`src/design/wlam_pkg.sv`:
```
package wlam_pkg;

	// Primary opcodes of the three word loads
	localparam logic [5:0] OP_ALIGNED_WORD_LOAD       = 6'h23;
	localparam logic [5:0] OP_LEFT_PARTIAL_WORD_LOAD  = 6'h22;
	localparam logic [5:0] OP_RIGHT_PARTIAL_WORD_LOAD = 6'h26;

	// Instruction field positions
	localparam int OPCODE_MSB = 31;
	localparam int OPCODE_LSB = 26;
	localparam int BASE_MSB   = 25;
	localparam int BASE_LSB   = 21;
	localparam int TARGET_MSB = 20;
	localparam int TARGET_LSB = 16;
	localparam int DISP_MSB   = 15;

	// Widths
	localparam int XLEN      = 64;
	localparam int WORD_BITS = 32;
	localparam int DISP_BITS = 16;

	// Access type that loads the whole word
	localparam logic [2:0] ACCESS_WORD = 3'h3;

	// Load kinds
	typedef enum logic [1:0] {
		WLAM_NONE,
		WLAM_ALIGNED,
		WLAM_LEFT,
		WLAM_RIGHT
	} wlam_kind_type;

	// Pipeline states
	typedef enum logic [1:0] {
		WLAM_IDLE,
		WLAM_WAIT,
		WLAM_DONE
	} wlam_state_type;

	// Request issued to translation and memory
	typedef struct packed {
		logic [63:0] virtualAddr;
		logic [2:0]  accessType;
		logic [2:0]  byteOffset;
		logic        reversedOrder;
	} wlam_mem_req_type;

	// Exception flags reported with the result
	typedef struct packed {
		logic tlbRefill;
		logic tlbInvalid;
		logic busError;
		logic addressError;
	} wlam_exc_type;

	// Register file write back
	typedef struct packed {
		logic [4:0]  targetRegister;
		logic [63:0] data;
	} wlam_wb_type;

endpackage

```
`src/design/wlam_core.sv`:
```
`timescale 1ns/10ps

// How it works
// [RULE_01] Aligned load address is base plus sign-extended 16-bit displacement.
// [RULE_02] Aligned load writes the word; 64-bit mode sign-extends from bit 31.
// [RULE_03] Aligned load with nonzero low two address bits faults and is not performed.
// [RULE_04] All three loads report refill, invalid, bus and address errors.
// [RULE_05] Opcode 100011 is the aligned load; base, target, displacement fields.
// [RULE_06] Opcode 100010 is the left partial load with the same fields.
// [RULE_07] Opcode 100110 is the right partial load with the same fields.
// [RULE_08] Partial loads address any byte, no alignment needed.
// [RULE_09] Partial loads touch only the word holding the start byte.
// [RULE_10] Partial loads move one to four bytes by start position.
// [RULE_11] Left load puts start byte at top of low word, moving downward.
// [RULE_12] Left load keeps the uncovered low-order register bytes.
// [RULE_13] Right load puts start byte at bottom, moving toward word top.
// [RULE_14] Right load keeps the uncovered high-order bytes of the low word.
// [RULE_15] Left and right loads together assemble four unaligned bytes.
// [RULE_16] Target register is bypassed so back-to-back loads need no gap.
// [RULE_17] Partial loads never take misalignment address errors.
// [RULE_18] Little-endian left load sends access type equal to low two bits.
// [RULE_19] Little-endian left load clears low two physical address bits.
// [RULE_20] In 64-bit mode partial results sign-fill from merged bit 31.
// [RULE_21] Reversed byte order inverts the relevant low physical address bits.
module wlam_core (
	input  wire logic                       clock,
	input  wire logic                       reset,
	// Mode inputs
	input  wire logic                       mode64,
	input  wire logic                       memory_byte_order_flag,
	input  wire logic                       core_byte_order_flag,
	input  wire logic                       reversed_order_flag,
	// Instruction issue
	input  wire logic                       issueValid,
	output logic                            issueReady,
	input  wire logic [31:0]                instruction,
	input  wire logic [63:0]                baseValue,
	input  wire logic [63:0]                targetValue,
	// Memory request
	output logic                            memReqValid,
	output wlam_pkg::wlam_mem_req_type      memReq,
	// Memory response
	input  wire logic                       memRespValid,
	input  wire logic [31:0]                memRespData,
	input  wire logic                       tlbRefill,
	input  wire logic                       tlbInvalid,
	input  wire logic                       busError,
	input  wire logic                       addrFault,
	// Write back and exceptions
	output logic                            wbValid,
	output wlam_pkg::wlam_wb_type           wb,
	output logic                            excValid,
	output wlam_pkg::wlam_exc_type          exc,
	output logic                            unknownOp
);

	wlam_pkg::wlam_state_type   state_ff, nxt_state;
	wlam_pkg::wlam_kind_type    kind_ff, nxt_kind;
	logic [1:0]                 byteSel_ff, nxt_byteSel;
	logic [63:0]                oldValue_ff, nxt_oldValue;
	logic [4:0]                 target_ff, nxt_target;
	logic                       memReqValid_ff, nxt_memReqValid;
	wlam_pkg::wlam_mem_req_type memReq_ff, nxt_memReq;
	logic                       wbValid_ff, nxt_wbValid;
	wlam_pkg::wlam_wb_type      wb_ff, nxt_wb;
	logic                       excValid_ff, nxt_excValid;
	wlam_pkg::wlam_exc_type     exc_ff, nxt_exc;
	logic                       unknownOp_ff, nxt_unknownOp;
	logic                       wbHeld_ff, nxt_wbHeld;

	wlam_pkg::wlam_kind_type decKind;
	logic [5:0]              opcode;
	logic [4:0]              baseIdx;
	logic [4:0]              targetIdx;
	logic [63:0]             virtual_addr;
	logic [63:0]             mergeOld;
	logic [63:0]             mergeResult;
	logic [1:0]              laneSel;
	logic [2:0]              offsetBits;
	logic [2:0]              typeBits;
	logic                    misaligned;

	// Field extraction and opcode decode
	always_comb begin
		opcode    = instruction[wlam_pkg::OPCODE_MSB:wlam_pkg::OPCODE_LSB];
		baseIdx   = instruction[wlam_pkg::BASE_MSB:wlam_pkg::BASE_LSB];
		targetIdx = instruction[wlam_pkg::TARGET_MSB:wlam_pkg::TARGET_LSB];
		unique case (opcode)
			// [RULE_05] aligned load opcode
			wlam_pkg::OP_ALIGNED_WORD_LOAD:       decKind = wlam_pkg::WLAM_ALIGNED;
			// [RULE_06] left load opcode
			wlam_pkg::OP_LEFT_PARTIAL_WORD_LOAD:  decKind = wlam_pkg::WLAM_LEFT;
			// [RULE_07] right load opcode
			wlam_pkg::OP_RIGHT_PARTIAL_WORD_LOAD: decKind = wlam_pkg::WLAM_RIGHT;
			default:                              decKind = wlam_pkg::WLAM_NONE;
		endcase
	end

	// Effective address; base index is decoded by the register file outside
	// [RULE_01] sign-extended displacement
	// [RULE_08] any byte for partials
	assign virtual_addr = baseValue + {{(wlam_pkg::XLEN - wlam_pkg::DISP_BITS){instruction[wlam_pkg::DISP_MSB]}},
		instruction[wlam_pkg::DISP_MSB:0]};

	// Byte lane within the word, flipped for a big-endian core
	assign laneSel = virtual_addr[1:0] ^ {2{core_byte_order_flag}};

	// Access type and offset sent to memory
	always_comb begin
		typeBits   = wlam_pkg::ACCESS_WORD;
		offsetBits = virtual_addr[2:0];
		// [RULE_21] reversed order flip
		if (decKind == wlam_pkg::WLAM_ALIGNED) begin
			offsetBits = virtual_addr[2:0] ^ {reversed_order_flag, 2'h0};
		end else begin
			offsetBits = virtual_addr[2:0] ^ {3{reversed_order_flag}};
		end
		if (decKind == wlam_pkg::WLAM_LEFT) begin
			// [RULE_18] type follows start byte
			typeBits = {1'b0, laneSel};
			// [RULE_19] force word offset
			if (!memory_byte_order_flag) begin
				offsetBits = {offsetBits[2], 2'h0};
			end
		end else if (decKind == wlam_pkg::WLAM_RIGHT) begin
			// [RULE_10] one to four bytes
			typeBits = wlam_pkg::ACCESS_WORD - {1'b0, laneSel};
			// [RULE_09] same word only
			if (memory_byte_order_flag) begin
				offsetBits = 3'h0;
			end
		end
	end

	// [RULE_03] aligned only; [RULE_17] partials never misalign
	assign misaligned = (decKind == wlam_pkg::WLAM_ALIGNED) && (virtual_addr[1:0] != 2'h0);

	// Merge base was already bypassed at issue; the write back pulse is over by the answer
	assign mergeOld = oldValue_ff;

	wlam_merge u_merge (
		.kind     (kind_ff),
		.byteSel  (byteSel_ff),
		.mode64   (mode64),
		.memWord  (memRespData),
		.oldValue (mergeOld),
		.result   (mergeResult)
	);

	assign issueReady = (state_ff == wlam_pkg::WLAM_IDLE);

	// Sequencing: issue, wait for memory, write back or fault
	always_comb begin
		nxt_state       = state_ff;
		nxt_kind        = kind_ff;
		nxt_byteSel     = byteSel_ff;
		nxt_oldValue    = oldValue_ff;
		nxt_target      = target_ff;
		nxt_memReqValid = 1'b0;
		nxt_memReq      = memReq_ff;
		nxt_wbValid     = 1'b0;
		nxt_wb          = wb_ff;
		nxt_excValid    = 1'b0;
		nxt_exc         = exc_ff;
		nxt_unknownOp   = 1'b0;
		nxt_wbHeld      = wbHeld_ff;
		unique case (state_ff)
			wlam_pkg::WLAM_IDLE: begin
				if (issueValid) begin
					if (decKind == wlam_pkg::WLAM_NONE) begin
						nxt_unknownOp = 1'b1;
					end else if (misaligned) begin
						// [RULE_03] fault, no access issued
						nxt_excValid = 1'b1;
						nxt_exc      = '{tlbRefill: 1'b0, tlbInvalid: 1'b0, busError: 1'b0, addressError: 1'b1};
					end else begin
						nxt_kind        = decKind;
						nxt_byteSel     = laneSel;
						nxt_target      = targetIdx;
						// [RULE_16] bypass the last result written
						// The write back pulse ends before the next issue, so a held flag marks wb as live
						if (wbHeld_ff && wb_ff.targetRegister == targetIdx) begin
							nxt_oldValue = wb_ff.data;
						end else begin
							nxt_oldValue = targetValue;
						end
						nxt_memReqValid = 1'b1;
						nxt_memReq      = '{virtualAddr: virtual_addr, accessType: typeBits,
							byteOffset: offsetBits, reversedOrder: reversed_order_flag};
						nxt_state       = wlam_pkg::WLAM_WAIT;
					end
				end
			end
			wlam_pkg::WLAM_WAIT: begin
				if (memRespValid) begin
					nxt_state = wlam_pkg::WLAM_DONE;
					// [RULE_04] all four fault kinds
					if (tlbRefill || tlbInvalid || busError || addrFault) begin
						nxt_excValid = 1'b1;
						nxt_exc      = '{tlbRefill: tlbRefill, tlbInvalid: tlbInvalid,
							busError: busError, addressError: addrFault};
					end else begin
						// [RULE_15] merge result written
						nxt_wbValid = 1'b1;
						nxt_wb      = '{targetRegister: target_ff, data: mergeResult};
						nxt_wbHeld  = 1'b1;
					end
				end
			end
			wlam_pkg::WLAM_DONE: begin
				nxt_state = wlam_pkg::WLAM_IDLE;
			end
			default: nxt_state = wlam_pkg::WLAM_IDLE;
		endcase
	end

	// Registers only
	always_ff @(posedge clock) begin
		if (reset) begin
			state_ff       <= wlam_pkg::WLAM_IDLE;
			kind_ff        <= wlam_pkg::WLAM_NONE;
			byteSel_ff     <= 2'h0;
			oldValue_ff    <= 64'h0;
			target_ff      <= 5'h0;
			memReqValid_ff <= 1'b0;
			memReq_ff      <= '0;
			wbValid_ff     <= 1'b0;
			wb_ff          <= '0;
			excValid_ff    <= 1'b0;
			exc_ff         <= '0;
			unknownOp_ff   <= 1'b0;
			wbHeld_ff      <= 1'b0;
		end else begin
			state_ff       <= nxt_state;
			kind_ff        <= nxt_kind;
			byteSel_ff     <= nxt_byteSel;
			oldValue_ff    <= nxt_oldValue;
			target_ff      <= nxt_target;
			memReqValid_ff <= nxt_memReqValid;
			memReq_ff      <= nxt_memReq;
			wbValid_ff     <= nxt_wbValid;
			wb_ff          <= nxt_wb;
			excValid_ff    <= nxt_excValid;
			exc_ff         <= nxt_exc;
			unknownOp_ff   <= nxt_unknownOp;
			wbHeld_ff      <= nxt_wbHeld;
		end
	end

	assign memReqValid = memReqValid_ff;
	assign memReq      = memReq_ff;
	assign wbValid     = wbValid_ff;
	assign wb          = wb_ff;
	assign excValid    = excValid_ff;
	assign exc         = exc_ff;
	assign unknownOp   = unknownOp_ff;

endmodule

```
`src/design/wlam_merge.sv`:
```
`timescale 1ns/10ps

// Merges memory bytes into the old register word for the three load kinds
module wlam_merge (
	// Selection
	input  wire wlam_pkg::wlam_kind_type kind,
	input  wire logic [1:0]              byteSel,
	input  wire logic                    mode64,
	// Data
	input  wire logic [31:0]             memWord,
	input  wire logic [63:0]             oldValue,
	// Result
	output logic [63:0]                  result
);

	logic [31:0] merged;

	// Byte lane merge, little-endian core order
	always_comb begin
		merged = memWord;
		unique case (kind)
			wlam_pkg::WLAM_LEFT: begin
				// [RULE_11] start byte to top
				// [RULE_12] low bytes kept
				merged = (memWord << (5'(3 - byteSel) * 5'd8)) |
					(oldValue[31:0] & ~(32'hFFFFFFFF << (5'(3 - byteSel) * 5'd8)));
			end
			wlam_pkg::WLAM_RIGHT: begin
				// [RULE_13] start byte to bottom
				// [RULE_14] high bytes kept
				merged = (memWord >> (5'(byteSel) * 5'd8)) |
					(oldValue[31:0] & ~(32'hFFFFFFFF >> (5'(byteSel) * 5'd8)));
			end
			default: merged = memWord;
		endcase
		// [RULE_02] [RULE_20] sign fill upper half
		if (mode64) begin
			result = {{32{merged[31]}}, merged};
		end else begin
			result = {oldValue[63:32], merged};
		end
	end

endmodule

```
`config.mk`:
```
export PLATFORM = sky130hd
export DESIGN_NAME = wlam_core
export DESIGN_NICKNAME = d
export VERILOG_FILES = /design/src/design/wlam_pkg.sv /design/src/design/wlam_core.sv /design/src/design/wlam_merge.sv
export SDC_FILE = /design/constraint.sdc
export NUM_CORES = 1
export LEC_CHECK = 0
export BUFFER_PORTS_ARGS = -buffer_cell sky130_fd_sc_hd__buf_2
export CAP_MARGIN = 20
export CORE_MARGIN = 10
export CORE_UTILIZATION = 50
export DETAILED_ROUTE_END_ITERATION = 10
export MAX_ROUTING_LAYER = met4
export PLACE_DENSITY = 0.81
export REMOVE_ABC_BUFFERS = 1
export SLEW_MARGIN = 20
export SYNTH_ARGS = -nofsm -noshare
export SYNTH_HDL_FRONTEND = slang
export SYNTH_HIERARCHICAL = 1
export SYNTH_SLANG_ARGS = --single-unit
```
`constraint.sdc`:
```
create_clock -name clock -period 4.26 [get_ports clock]
set_input_delay 0.852 -clock clock [delete_from_list [all_inputs] [get_ports clock]]
set_output_delay 0.852 -clock clock [all_outputs]
set_load 0.02 [all_outputs]
```
After elaboration in Yosys (flattened, before gate mapping)
Index checks and enable logic that the tools add are counted.

word-level totals
  flip-flop bits (word level) = 224
  output and inout bits = 149

cells by class
  $add $sub $neg = 3
  eq/ne operators = 16
  shifts and indexed selects = 4
  mux-type cells = 31
  bitwise gates (word level) = 16
  reductions and logical operators = 16

operator list
  operator                                            count
  two-way mux 64 bit                                  2
  adder 64 bit                                        1
  bitwise AND 32 bit                                  2
  NOT 32 bit                                          2
  bitwise OR 32 bit                                   2
  one-hot mux 32 bit (2 select lines)                 1
  left shift 32 x 5 -> 32 bit                         1
  left shift 32 x 5 -> 32 bit (first input constant)  1
  >> shifter 32 x 5 -> 32 bit                         1
  >> shifter 32 x 5 -> 32 bit (first input constant)  1
  two-way mux 4 bit                                   5
  == test 6 bit (second input constant)               3
  two-way mux 3 bit                                   6
  two-way mux 2 bit                                   5
  inequality test 2 bit (second input constant)       5
  == test 2 bit (second input constant)               4
  two-way mux 1 bit                                   8
  one-hot mux 4 bit (2 select lines)                  1
  AND reduction 4 bit                                 2
  NOT 1 bit                                           7
  one-hot mux 2 bit (3 select lines)                  1
  AND reduction 6 bit                                 1
  OR reduction 3 bit                                  2
  XOR 3 bit                                           2
  14 further kinds                                    20

Logic depth before layout (Yosys ltp)
Gate-level depths: netlist of run 1.

  word-level depth = 8
  depth in mapped cells = 12
  depth with buffers taken out = 12

Hierarchy
The synthesis of run 1 kept the hierarchy.

modules (own cells, without submodules)
  module      times used  cells each  area each (µm²)
  wlam_core   1           1527        12131.6
  wlam_merge  1           284         2150.8

Worst setup path after synthesis of run 1
No wires, ideal clock.

  path type = input -> register
  start point = input port instruction[0]
  end point = register memReq_ff, in the netlist memReq[69]
  data arrival time = 3262 ps
  slack = 881 ps
  stages on the path = 12
  path buffers = 0
  path through = ha_1 -> fa_1 -> a21o_2 -> nand4_4 -> a2111oi_2 -> o41a_2 -> nand4_2 -> a21oi_2 -> o311ai_2 -> o211ai_1 -> xnor2_1 -> a22o_1

between the ends
  cells in the longest elaborated chain, start to end = 5

RTL lines
  item                                  RTL line          RTL
  from (decl)                           wlam_core.sv:36   input wire logic [31:0] instruction,
  adder 64 bit *                        wlam_core.sv:102  assign virtual_addr = baseValue + {{(wlam_pkg::XLEN - wlam_pkg::DISP_BITS){instruction[wlam_pkg::DISP_MSB]}},
  nonzero test 2 bit                    wlam_core.sv:136  assign misaligned = (decKind == wlam_pkg::WLAM_ALIGNED) && (virtual_addr[1:0] != 2'h0);
  logical AND 1 bit                     wlam_core.sv:136
  NOT 1 bit (no source line)            --
  AND reduction 4 bit (no source line)  --
  to (signal assigned)                  wlam_core.sv:240  memReq_ff <= nxt_memReq;
  to (decl)                             wlam_core.sv:63   wlam_pkg::wlam_mem_req_type memReq_ff, nxt_memReq;

Every way passes the cells marked *; elsewhere a longest branch is shown, timed or not.
A chain may end at the register's enable or synchronous reset.

Final worst setup path of run 1
  start point = input port instruction[15]
  end point = register memReq_ff, in the netlist memReq[68]

between the ends
  cells in the longest elaborated chain, start to end = 1

RTL lines
  item          RTL line
  adder 64 bit  wlam_core.sv:102

No other way between the ends.

==> flow_metrics.env, run 1 <==
export IMPL_cts_path_max_buffers=3
export IMPL_viasPerCell=5.87
export IMPL_dieHeight_um=189
export IMPL_worstPathRequired_ns=4.68
export IMPL_firstDrtPassIters=6
export IMPL_crit_fanout=16
export IMPL_ctsHoldBuffers=0
export IMPL_io_pins=353
export IMPL_worst_pin_slew_ns=1.07
export IMPL_synthTopCellsByCount="314 x nand2_1, 223 x dfxtp_1, 215 x a21oi_1"
export IMPL_grt_pass1_vias=14200
export IMPL_synthAdderAreaFrac_pct=5.66
export IMPL_power_density_mw_per_mm2=326
export IMPL_status="finished, final reports clean"
export IMPL_holdWs_ns=0.447
export IMPL_drv_cap=0
export IMPL_wl_um=44900
export IMPL_netlist_instances=1811
export IMPL_grt_usage_pct=24.5
export IMPL_cts_root_buf="clkbuf_16"
export IMPL_die_w_um=189
export IMPL_holdPathStages=2
export IMPL_ys_flop_type="dfxtp_1"
export IMPL_yosysUniqueCellTypes=80
export IMPL_worstReg2RegStart="byteSel_ff[0]$_SDFFE_PP0P_"
export IMPL_vdd_ir_drop_max_mv=0.318
export IMPL_cts_clk_slew_worst_paths_ns=0.06
export IMPL_worstPathArrival_ns=3.92
export IMPL_setup_viol_count_final=0
export IMPL_cts_sinks=223
export IMPL_synth_seq_cells=223
export IMPL_synth_top_family_by_area="compound AO/OA/AOI/OAI gates"
export IMPL_grt_ovfl_total=0
export IMPL_fin_ws_ns=0.760
export IMPL_cp_slowest_cell="a311oi_1"
export IMPL_synth_simple_area_share_pct=19.5
export IMPL_grt_start_max_net_pins=111
export IMPL_path_common_cell="o21ai_1"
export IMPL_synth_area_leaders="dfxtp_1 31%, nand2_1 8.3%, a21oi_1 7.5%, mux2i_1 7.5%, ha_1 5.5%"
export IMPL_max_freq_ghz=0.286
export IMPL_synth_xor_area_share_pct=4.05
export IMPL_yosysTopAreaCell="dfxtp_1"
export IMPL_crit_buf_inv=2
export IMPL_reg2reg_to="wb[53]$_SDFFE_PP0P_"
export IMPL_synth_compound_area_share_pct=24.0
export IMPL_utilization_pct=61.1
export IMPL_cts_tree="yes"
export IMPL_async_flop_share_pct=0
export IMPL_rows=61
export IMPL_synth_area_mm2=0.0143
export IMPL_fp_coreArea_mm2=0.0280
export IMPL_final_area_mm2=0.0171
export IMPL_antenna_found_initial=2
export IMPL_portBuffers=346
export IMPL_dpl_hpwl_um=32300
export IMPL_place_congestion=0.913
export IMPL_cp_top_family="compound AO/OA/AOI/OAI gates"
export IMPL_reg2regPathDepth=7
export IMPL_cp_cell_sequence="buf_2 -> ha_1 -> a21oi_1 -> o21ai_0 -> a211oi_1 -> o21a_1 -> o21ai_1 -> o21ai_1 -> buf_4 -> o21bai_1 -> a311oi_1 -> nor4_1 -> a211o_1"
export IMPL_slowest_delay_ns=0.38
export IMPL_rrSetupSlack_ns=1.59
export IMPL_ctsHtreeMaxLevel=1
export IMPL_nets=2333
export IMPL_synth_edf_count=0
export IMPL_start_util_pct=51.0
export IMPL_finalPower_mw=5.58
export IMPL_crit_type="in2reg"
export IMPL_layout_drive_gt1_share_pct=21.9
export IMPL_die_area_mm2=0.0357
export IMPL_cts_setup_buffers=0
export IMPL_synth_top_area_share_pct=31.3
export IMPL_finalHoldViolCount=0
export IMPL_synth_warning_count=6
export IMPL_grt_pass1_wl_um=72600
export IMPL_cts_resized=0
export IMPL_yosysSeqAreaShare_pct=31.3
export IMPL_crit_path_end_kind="register"
export IMPL_layout_min_cycle_time_ns=3.50
export IMPL_min_path_type="reg2reg"
export IMPL_relSlewSlack_pct=28.9
export IMPL_placed_cell_area_mm2=0.0161
export IMPL_min_from="memReq[16]$_SDFFE_PP0P_"
export IMPL_insertion_delay_ns=0.54
export IMPL_drc=0
export IMPL_yosys_mux_area_fraction_pct=10.1
export IMPL_rsz0062_at_grt="no"
export IMPL_skew_ns=0.0168
export IMPL_syn_avg_cell_area_um2=7.89
export IMPL_wl_per_cell_um=18.2
export IMPL_cts_buffers_inserted=26
export IMPL_drtIter0Drc=1377
export IMPL_fin_crit_sh_pct=82.2
export IMPL_area_growth_pct=19.7
export IMPL_slew_viol_final=0
export IMPL_crit_path_start_kind="input port"
export IMPL_dp_slack_ns=0.302
export IMPL_ant_nets=0
export IMPL_yosysMostFrequentCell="nand2_1"
export IMPL_leakage_nw=6.70
export IMPL_hold_end="memReq[16]$_SDFFE_PP0P_"
export IMPL_route_vias_total=14500
worst max-delay path by stage:
stage | start | endpoint | slack, ns | depth (start not counted)
after detailed placement | instruction[15] | memReq[69]$_SDFFE_PP0P_ | 0.30 | 13
after global placement | instruction[15] | memReq[64]$_SDFFE_PP0P_ | 0.31 | 14
after CTS | instruction[15] | memReq[69]$_SDFFE_PP0P_ | 0.85 | 13
after global routing | instruction[15] | memReq[66]$_SDFFE_PP0P_ | 0.58 | 13
final | instruction[15] | memReq[68]$_SDFFE_PP0P_ | 0.76 | 13
after floorplan | instruction[0] | memReq[14]$_SDFFE_PP0P_ | -4.33 | 7
stage by stage:
stage | setup TNS [ns] | std cells
5_1_grt | 0 | 2463
2_1_floorplan | -548.67 | 1666
4_1_cts | 0 | 2461
6_report | 0 | 2464
3_3_place_gp | 0 | 2415
3_5_place_dp | 0 | 2415
metal layers:
metal | vias to the layer above | GRT usage (%) | part of all wire (%)
li1 | 7029 | - | -
met1 | 6734 | 30.5 | 42
met2 | 602 | 39.3 | 47
met3 | 105 | 4.87 | 8.1
met4 | 0 | 7.94 | 3.2
met5 | - | - | 0
worst min-delay path, cell delays in order (launching register included):
cell,delay [ns]
dfxtp_1,0.30
nand2_1,0.05
a21oi_1,0.05
cells in the final DEF, fill, tap and decap left out, drive strengths merged, types with 23 or more instances in the layout:
cell type	instances
buf	371
xnor2	43
nand2	314
mux2i	107
a21o	28
nand3	28
nor2	169
ha	63
xor2	23
dfxtp	223
a21oi	217
a41oi	35
inv	33
a211oi	84
clkbuf	37
o21ai	45
final cells by class:
| cell class | count | area (um2) |
|---|---|---|
| inverters | 32 | 120 |
| multi-input cells | 1411 | 9070 |
| clock inverters | 9 | 214 |
| flip-flops and latches | 223 | 4470 |
| fillers | 2470 | 10900 |
| repair buffers | 371 | 2010 |
| diodes | 3 | 7.51 |
| clock buffers | 37 | 732 |
| well taps | 378 | 473 |
cells by family after synthesis:
| group | count (synthesis) |
|---|---|
| AOI/OAI and AO/OA | 523 |
| xor gates and xnor gates | 66 |
| adders and majority gates | 64 |
| buffers and inverters | 177 |
| DFF | 223 |
| muxes | 124 |
| other | 1 |
| and+or+nand+nor | 633 |
registers in the layout, indices dropped and copies added (netlist names), 2 cells and up:
signal,count
mergeOld,64
byteSel_ff,2
state_ff,2
target_ff,5
kind_ff,2
wb,69
memReq,70
exc,4
where the power goes:
group | total [mW] | internal [mW] | switching (mW)
Sequential | 2.12 | 2.10 | 0.0113
Combinational | 0.997 | 0.412 | 0.585
Clock | 2.46 | 1.56 | 0.905
Total | 5.58 | 4.08 | 1.50
Power figures use the tool's default switching activity.
==> inputs of run 2 (changes only) <==
Settings changed: ABC_AREA set to 1, PLACE_DENSITY 0.81 to 0.79.
Clock period 4.26 ns to 3.5 ns, I/O delays scaled along.
==> flow_metrics.env, run 2 <==
export IMPL_finalHoldViolCount=0
export IMPL_hold_end="unknownOp$_SDFF_PP0_"
export IMPL_fin_ws_ns=0.859
export IMPL_cts_sinks=223
export IMPL_ant_nets=0
export IMPL_worstPathArrival_ns=3.07
export IMPL_cp_cell_sequence="buf_2 -> ha_1 -> fa_1 -> nor2_1 -> nor2_1 -> nor2_1 -> nand2_2 -> inv_6 -> buf_12 -> o211ai_2 -> o211ai_1 -> inv_2"
export IMPL_synth_area_leaders="dfxtp_1 27%, nand2_1 22%, inv_1 11%, ha_1 4.7%, nand3_1 4.3%"
export IMPL_rrSetupSlack_ns=0.95
export IMPL_insertion_delay_ns=0.55
export IMPL_firstDrtPassIters=6
export IMPL_crit_path_start="instruction[0]"
export IMPL_final_common_cell="nand2_1"
export IMPL_reg2reg_to="wb[45]$_SDFFE_PP0P_"
export IMPL_cts_resized=0
export IMPL_synthTopCellsByCount="997 x nand2_1, 479 x inv_1, 223 x dfxtp_1"
export IMPL_synth_edf_count=0
export IMPL_largest_reg_flops=70
export IMPL_min_from="issueValid"
export IMPL_place_congestion=1.02
export IMPL_synth_seq_cells=223
export IMPL_setup_viol_count_final=0
export IMPL_dieHeight_um=203
export IMPL_worstReg2RegStart="byteSel_ff[0]$_SDFFE_PP0P_"
export IMPL_ctsHoldBuffers=0
export IMPL_status="finished, final reports clean"
export IMPL_reg2regPathDepth=9
export IMPL_portBuffers=346
export IMPL_fp_coreArea_mm2=0.0334
export IMPL_synth_warning_count=6
export IMPL_cts_path_max_buffers=3
export IMPL_ys_flop_type="dfxtp_1"
export IMPL_synth_area_mm2=0.0168
export IMPL_yosysTopAreaCell="dfxtp_1"
export IMPL_worstPathRequired_ns=3.93
export IMPL_drc=0
export IMPL_min_path_type="in2reg"
export IMPL_die_area_mm2=0.0413
export IMPL_yosysMostFrequentCell="nand2_1"
export IMPL_layout_min_cycle_time_ns=2.64
export IMPL_netlist_instances=2803
export IMPL_grt_usage_pct=27.4
export IMPL_crit_type="in2reg"
export IMPL_grt_pass1_vias=17300
export IMPL_start_util_pct=50.4
export IMPL_leakage_nw=11.5
export IMPL_ctsHtreeMaxLevel=1
export IMPL_crit_fanout=47
export IMPL_skew_ns=0.0230
export IMPL_final_cell_mix="997 x nand2_1, 478 x inv_1, 346 x buf_2"
export IMPL_holdPathStages=3
export IMPL_rows=67
export IMPL_wl_um=57600
export IMPL_cts_root_buf="clkbuf_16"
export IMPL_die_w_um=203
export IMPL_slowest_delay_ns=0.56
export IMPL_crit_path_end_kind="register"
export IMPL_seq_area_mm2=0.00446
export IMPL_multiInputGateArea_mm2=0.00959
export IMPL_antenna_found_initial=5
export IMPL_dp_slack_ns=0.378
export IMPL_yosysUniqueCellTypes=51
export IMPL_fin_crit_sh_pct=75.5
export IMPL_synth_top_area_share_pct=26.6
export IMPL_fillerInstances=3289
export IMPL_fin_tns_setup_ns=0
export IMPL_wl_per_cell_um=16.1
export IMPL_crit_path_start_kind="input port"
export IMPL_drv_cap=0
export IMPL_cts_buffers_inserted=26
export IMPL_cp_slowest_cell="fa_1"
export IMPL_dpl_hpwl_um=44800
export IMPL_grt_pass1_wl_um=90300
export IMPL_async_flop_share_pct=0
export IMPL_drtIter0Drc=1536
export IMPL_cts_setup_buffers=0
export IMPL_path_common_cell="nor2_1"
export IMPL_cts_tree="yes"
export IMPL_viasPerCell=5.12
export IMPL_relSlewSlack_pct=41.4
export IMPL_layout_drive_gt1_share_pct=18.9
export IMPL_area_growth_pct=17.3
export IMPL_yosysSeqAreaShare_pct=26.6
export IMPL_rsz0062_at_grt="no"
export IMPL_power_density_mw_per_mm2=354
export IMPL_syn_avg_cell_area_um2=5.99
export IMPL_worst_pin_slew_ns=0.880
export IMPL_cts_clk_slew_worst_paths_ns=0.06
export IMPL_slew_viol_final=0
export IMPL_vdd_ir_drop_max_mv=0.499
export IMPL_io_pins=353
export IMPL_nets=3360
export IMPL_grt_start_max_net_pins=110
export IMPL_grt_ovfl_total=0
export IMPL_route_vias_total=18200
export IMPL_max_freq_ghz=0.379
[run 2: cell types whose count changed after synthesis, sizes merged, moves of 35 or more]
cell	before	now
a21oi	217	144
a211oi	84	0
nand3	28	149
mux2i	107	0
a41oi	35	0
clkbuf	107	49
nand2	314	1012
o211ai	10	138
o21ai	45	149
inv	32	562
[run 2: kinds of logic (layout without fill, tap and decap cells)]
family | count (synthesis) | in the layout | synth area share (%)
and+or+nand+nor | 1349 | 1349 | 32.6
buffers and inverters | 673 | 980 | 16.4
AOI/OAI and AO/OA | 458 | 458 | 17.9
DFF | 223 | 223 | 26.6
adders and majority gates | 64 | 64 | 4.81
xor gates and xnor gates | 35 | 35 | 1.82
other | 1 | 8 | 0.0223
[run 2: metrics by stage]
step           power, mW  hold slack [ns]  utilization, %  cells  area, um2
6_report            6.99            0.427            59.1   3565      19700
4_1_cts             7.03            0.403            58.9   3557      19700
3_5_place_dp        4.06            0.449            56.2   3511      18700
5_1_grt             7.33            0.439            59.1   3563      19700
2_1_floorplan       3.59            0.430               -   2693      16200
3_3_place_gp        4.05            0.437            56.2   3511      18700
[run 2: layout make-up]
| type | count | share of cell area [%] |
|---|---|---|
| clock buffers | 35 | 3.83 |
| flip-flops and latches | 223 | 22.6 |
| well taps | 448 | 2.84 |
| multi-input cells | 1907 | 48.6 |
| clock inverters | 11 | 0.869 |
| repair buffers | 371 | 10.3 |
| inverters | 563 | 10.8 |
| diodes | 7 | 0.0888 |
[run 2: worst max-delay path by stage]
stage | end | slack, ns
final | mergeOld[29]$_SDFFE_PP0P_ | 0.86
after global routing | mergeOld[50]$_SDFFE_PP0P_ | 0.77
after CTS | mergeOld[29]$_SDFFE_PP0P_ | 0.90
after detailed placement | mergeOld[41]$_SDFFE_PP0P_ | 0.38
after global placement | mergeOld[35]$_SDFFE_PP0P_ | 0.42
after floorplan | mergeOld[10]$_SDFFE_PP0P_ | -0.74
[run 2: report_power, final]
part           internal (mW)  switching [mW]  total, mW
logic                  0.498           0.948       1.45
clock network           1.81            1.14       2.95
registers               2.57          0.0189       2.59
[run 2: metal layers]
metal | part of all wire (%) | GRT usage [%]
met5 | 0 | -
met3 | 7.3 | 4.90
met2 | 46 | 44.9
met4 | 3.7 | 10.3
met1 | 43 | 32.9
[run 2: worst max-delay path, delay by kind of cell]
kind	cells	cell delay [ns]
AOI/OAI and AO/OA	2	0.26
adders and majority gates	2	0.82
buffers and inverters	4	0.79
and+or+nand+nor	4	0.48
==> inputs of run 3 (changes only) <==
Settings changed: ABC_AREA 1 to 0, CORE_UTILIZATION 50 to 49, PLACE_DENSITY 0.79 to 0.82.
Clock period 3.5 ns to 2.4 ns, I/O delays scaled along.
==> flow_metrics.env, run 3 (synthesis results as in run 1) <==
export IMPL_status="complete, but fails checks"
export IMPL_violations="setup timing"
export IMPL_crit_type="in2reg"
export IMPL_rows=62
export IMPL_dp_cells=2692
export IMPL_crit_buf_inv=3
export IMPL_ctsHtreeMaxLevel=1
export IMPL_holdWs_ns=0.192
export IMPL_worstPathArrival_ns=3.12
export IMPL_dieHeight_um=191
export IMPL_cp_slowest_cell="a31oi_1"
export IMPL_cts_path_max_buffers=3
export IMPL_ant_nets=0
export IMPL_final_common_cell="buf_2"
export IMPL_drv_cap=0
export IMPL_max_freq_ghz=0.373
export IMPL_slew_viol_final=0
export IMPL_path_common_cell="o21ai_0"
export IMPL_fin_crit_sh_pct=112
export IMPL_final_instance_count_excl_fill=2798
export IMPL_leakage_nw=8.56
export IMPL_relSlewSlack_pct=54.6
export IMPL_start_util_pct=49.8
export IMPL_die_w_um=191
export IMPL_worst_pin_slew_ns=0.681
export IMPL_nets=2659
export IMPL_io_pins=353
export IMPL_wl_um=57600
export IMPL_slowest_delay_ns=0.30
export IMPL_worstPathRequired_ns=2.84
export IMPL_die_area_mm2=0.0364
export IMPL_area_growth_pct=46.7
export IMPL_cts_root_buf="clkbuf_16"
export IMPL_portBuffers=346
export IMPL_cp_cell_sequence="buf_16 -> buf_12 -> ha_4 -> a21oi_2 -> buf_4 -> o21bai_1 -> a21oi_1 -> o21ai_0 -> a31oi_1 -> o21ai_0 -> o21bai_4 -> a311oi_2 -> nor4_1 -> a211o_1"
export IMPL_crit_path_start_kind="input port"
export IMPL_finalHoldViolCount=0
export IMPL_cts_clk_slew_worst_paths_ns=0.06
export IMPL_fp_coreArea_mm2=0.0287
export IMPL_grt_usage_pct=28.4
export IMPL_ctsHoldBuffers=0
export IMPL_viasPerCell=6.08
export IMPL_place_congestion=0.994
export IMPL_dpl_hpwl_um=37600
export IMPL_cts_sinks=223
export IMPL_wl_per_cell_um=20.6
export IMPL_setup_viol_count_final=37
export IMPL_grt_ovfl_total=0
export IMPL_cts_tree="yes"
export IMPL_grt_pass1_vias=16200
export IMPL_crit_fanout=10
export IMPL_final_cell_mix="339 x buf_2, 312 x buf_4, 307 x nand2_1"
export IMPL_cp_top_family="compound AO/OA/AOI/OAI gates"
export IMPL_skew_ns=0.0155
export IMPL_layout_drive_gt1_share_pct=37.9
export IMPL_layout_min_cycle_time_ns=2.68
export IMPL_antenna_found_initial=3
export IMPL_cts_buffers_inserted=26
export IMPL_grt_pass1_wl_um=83700
export IMPL_fin_ws_ns=-0.282
export IMPL_largest_reg_flops=70
export IMPL_min_path_type="in2reg"
export IMPL_drtIter0Drc=1743
export IMPL_vdd_ir_drop_max_mv=0.539
export IMPL_fillerInstances=1949
export IMPL_route_vias_total=17000
export IMPL_drc=0
export IMPL_grt_start_max_net_pins=76
export IMPL_rsz0062_at_grt="yes"
export IMPL_crit_path_end_kind="register"
export IMPL_insertion_delay_ns=0.54
export IMPL_power_density_mw_per_mm2=530
export IMPL_firstDrtPassIters=6
==> run 3: cell count changes in the layout (fill, tap and decap cells not counted), moves of 107 or more <==
cell     previous run  this run
inv_1             478        31
mux2i_1             0       107
buf_4              17       312
nand2_1           997       307
nand3_1           145        27
==> run 3: per-layer routing <==
layer | track usage (%) | routed length (um) | part of all wire, % | vias up
li1 | - | - | - | 7680
met1 | 33.2 | 21800 | 38 | 8000
met2 | 47.6 | 27500 | 48 | 1054
met3 | 4.70 | 5000 | 8.7 | 280
met4 | 11.4 | 3220 | 5.6 | 0
met5 | - | 0 | 0 | -
==> run 3: area by class of cell <==
cell class / instances / area [um2] / share of cell area [%]
well taps: 384 / 480 / 2.29
inverters: 32 / 120 / 0.573
clock inverters: 11 / 191 / 0.914
flip-flops and latches: 223 / 4470 / 21.3
clock buffers: 36 / 768 / 3.67
repair buffers: 697 / 4790 / 22.9
multi-input cells: 1411 / 10100 / 48.3
diodes: 4 / 10.0 / 0.0478
==> run 3: what timing repair did <==
action                                  CTS  global route
cloned                                    1             0
gates resized for setup                 118            99
endpoints found under the setup margin   37            41
buffers inserted                         31            26
pin swaps                                60            90
==> run 3: worst reg2reg max path, cell delays in order (launching register included) <==
cell and delay (ns):
dfxtp_1 0.69, buf_12 0.26, mux4_2 0.34, and3_1 0.20, a221o_1 0.27, nand2_1 0.08, a21oi_1 0.07
==> run 3: worst paths after layout <==
path | startpoint | to | slack [ns] | depth (start not counted)
setup reg to reg | byteSel_ff[1]$_SDFFE_PP0P_ | wb[0]$_SDFFE_PP0P_ | 0.37 | 6
setup / recovery | instruction[15] | memReq[68]$_SDFFE_PP0P_ | -0.28 | 14
hold / removal | instruction[17] | target_ff[1]$_SDFFE_PP0P_ | 0.19 | 3
hold reg to reg | memReq[32]$_SDFFE_PP0P_ | memReq[32]$_SDFFE_PP0P_ | 0.45 | 2
==> run 3: report_power, final <==
part	internal, mW	switching (mW)
Clock	2.76	1.66
Combinational	1.42	1.49
Sequential	3.74	0.0218
==> run 3: through the flow <==
step	setup TNS [ns]	worst slack [ns]	area, um2	utilization, %	power [mW]
final	-4.88	-0.282	20900	73.0	11.1
after global placement	-60.81	-0.949	18400	63.9	6.01
after global routing	-7.10	-0.376	20900	73.0	11.4
after CTS	-0.946	-0.170	20300	70.6	10.7
after detailed placement	-68.00	-1.06	18400	63.9	6.06
after floorplan	-837.74	-5.82	13600	-	4.96
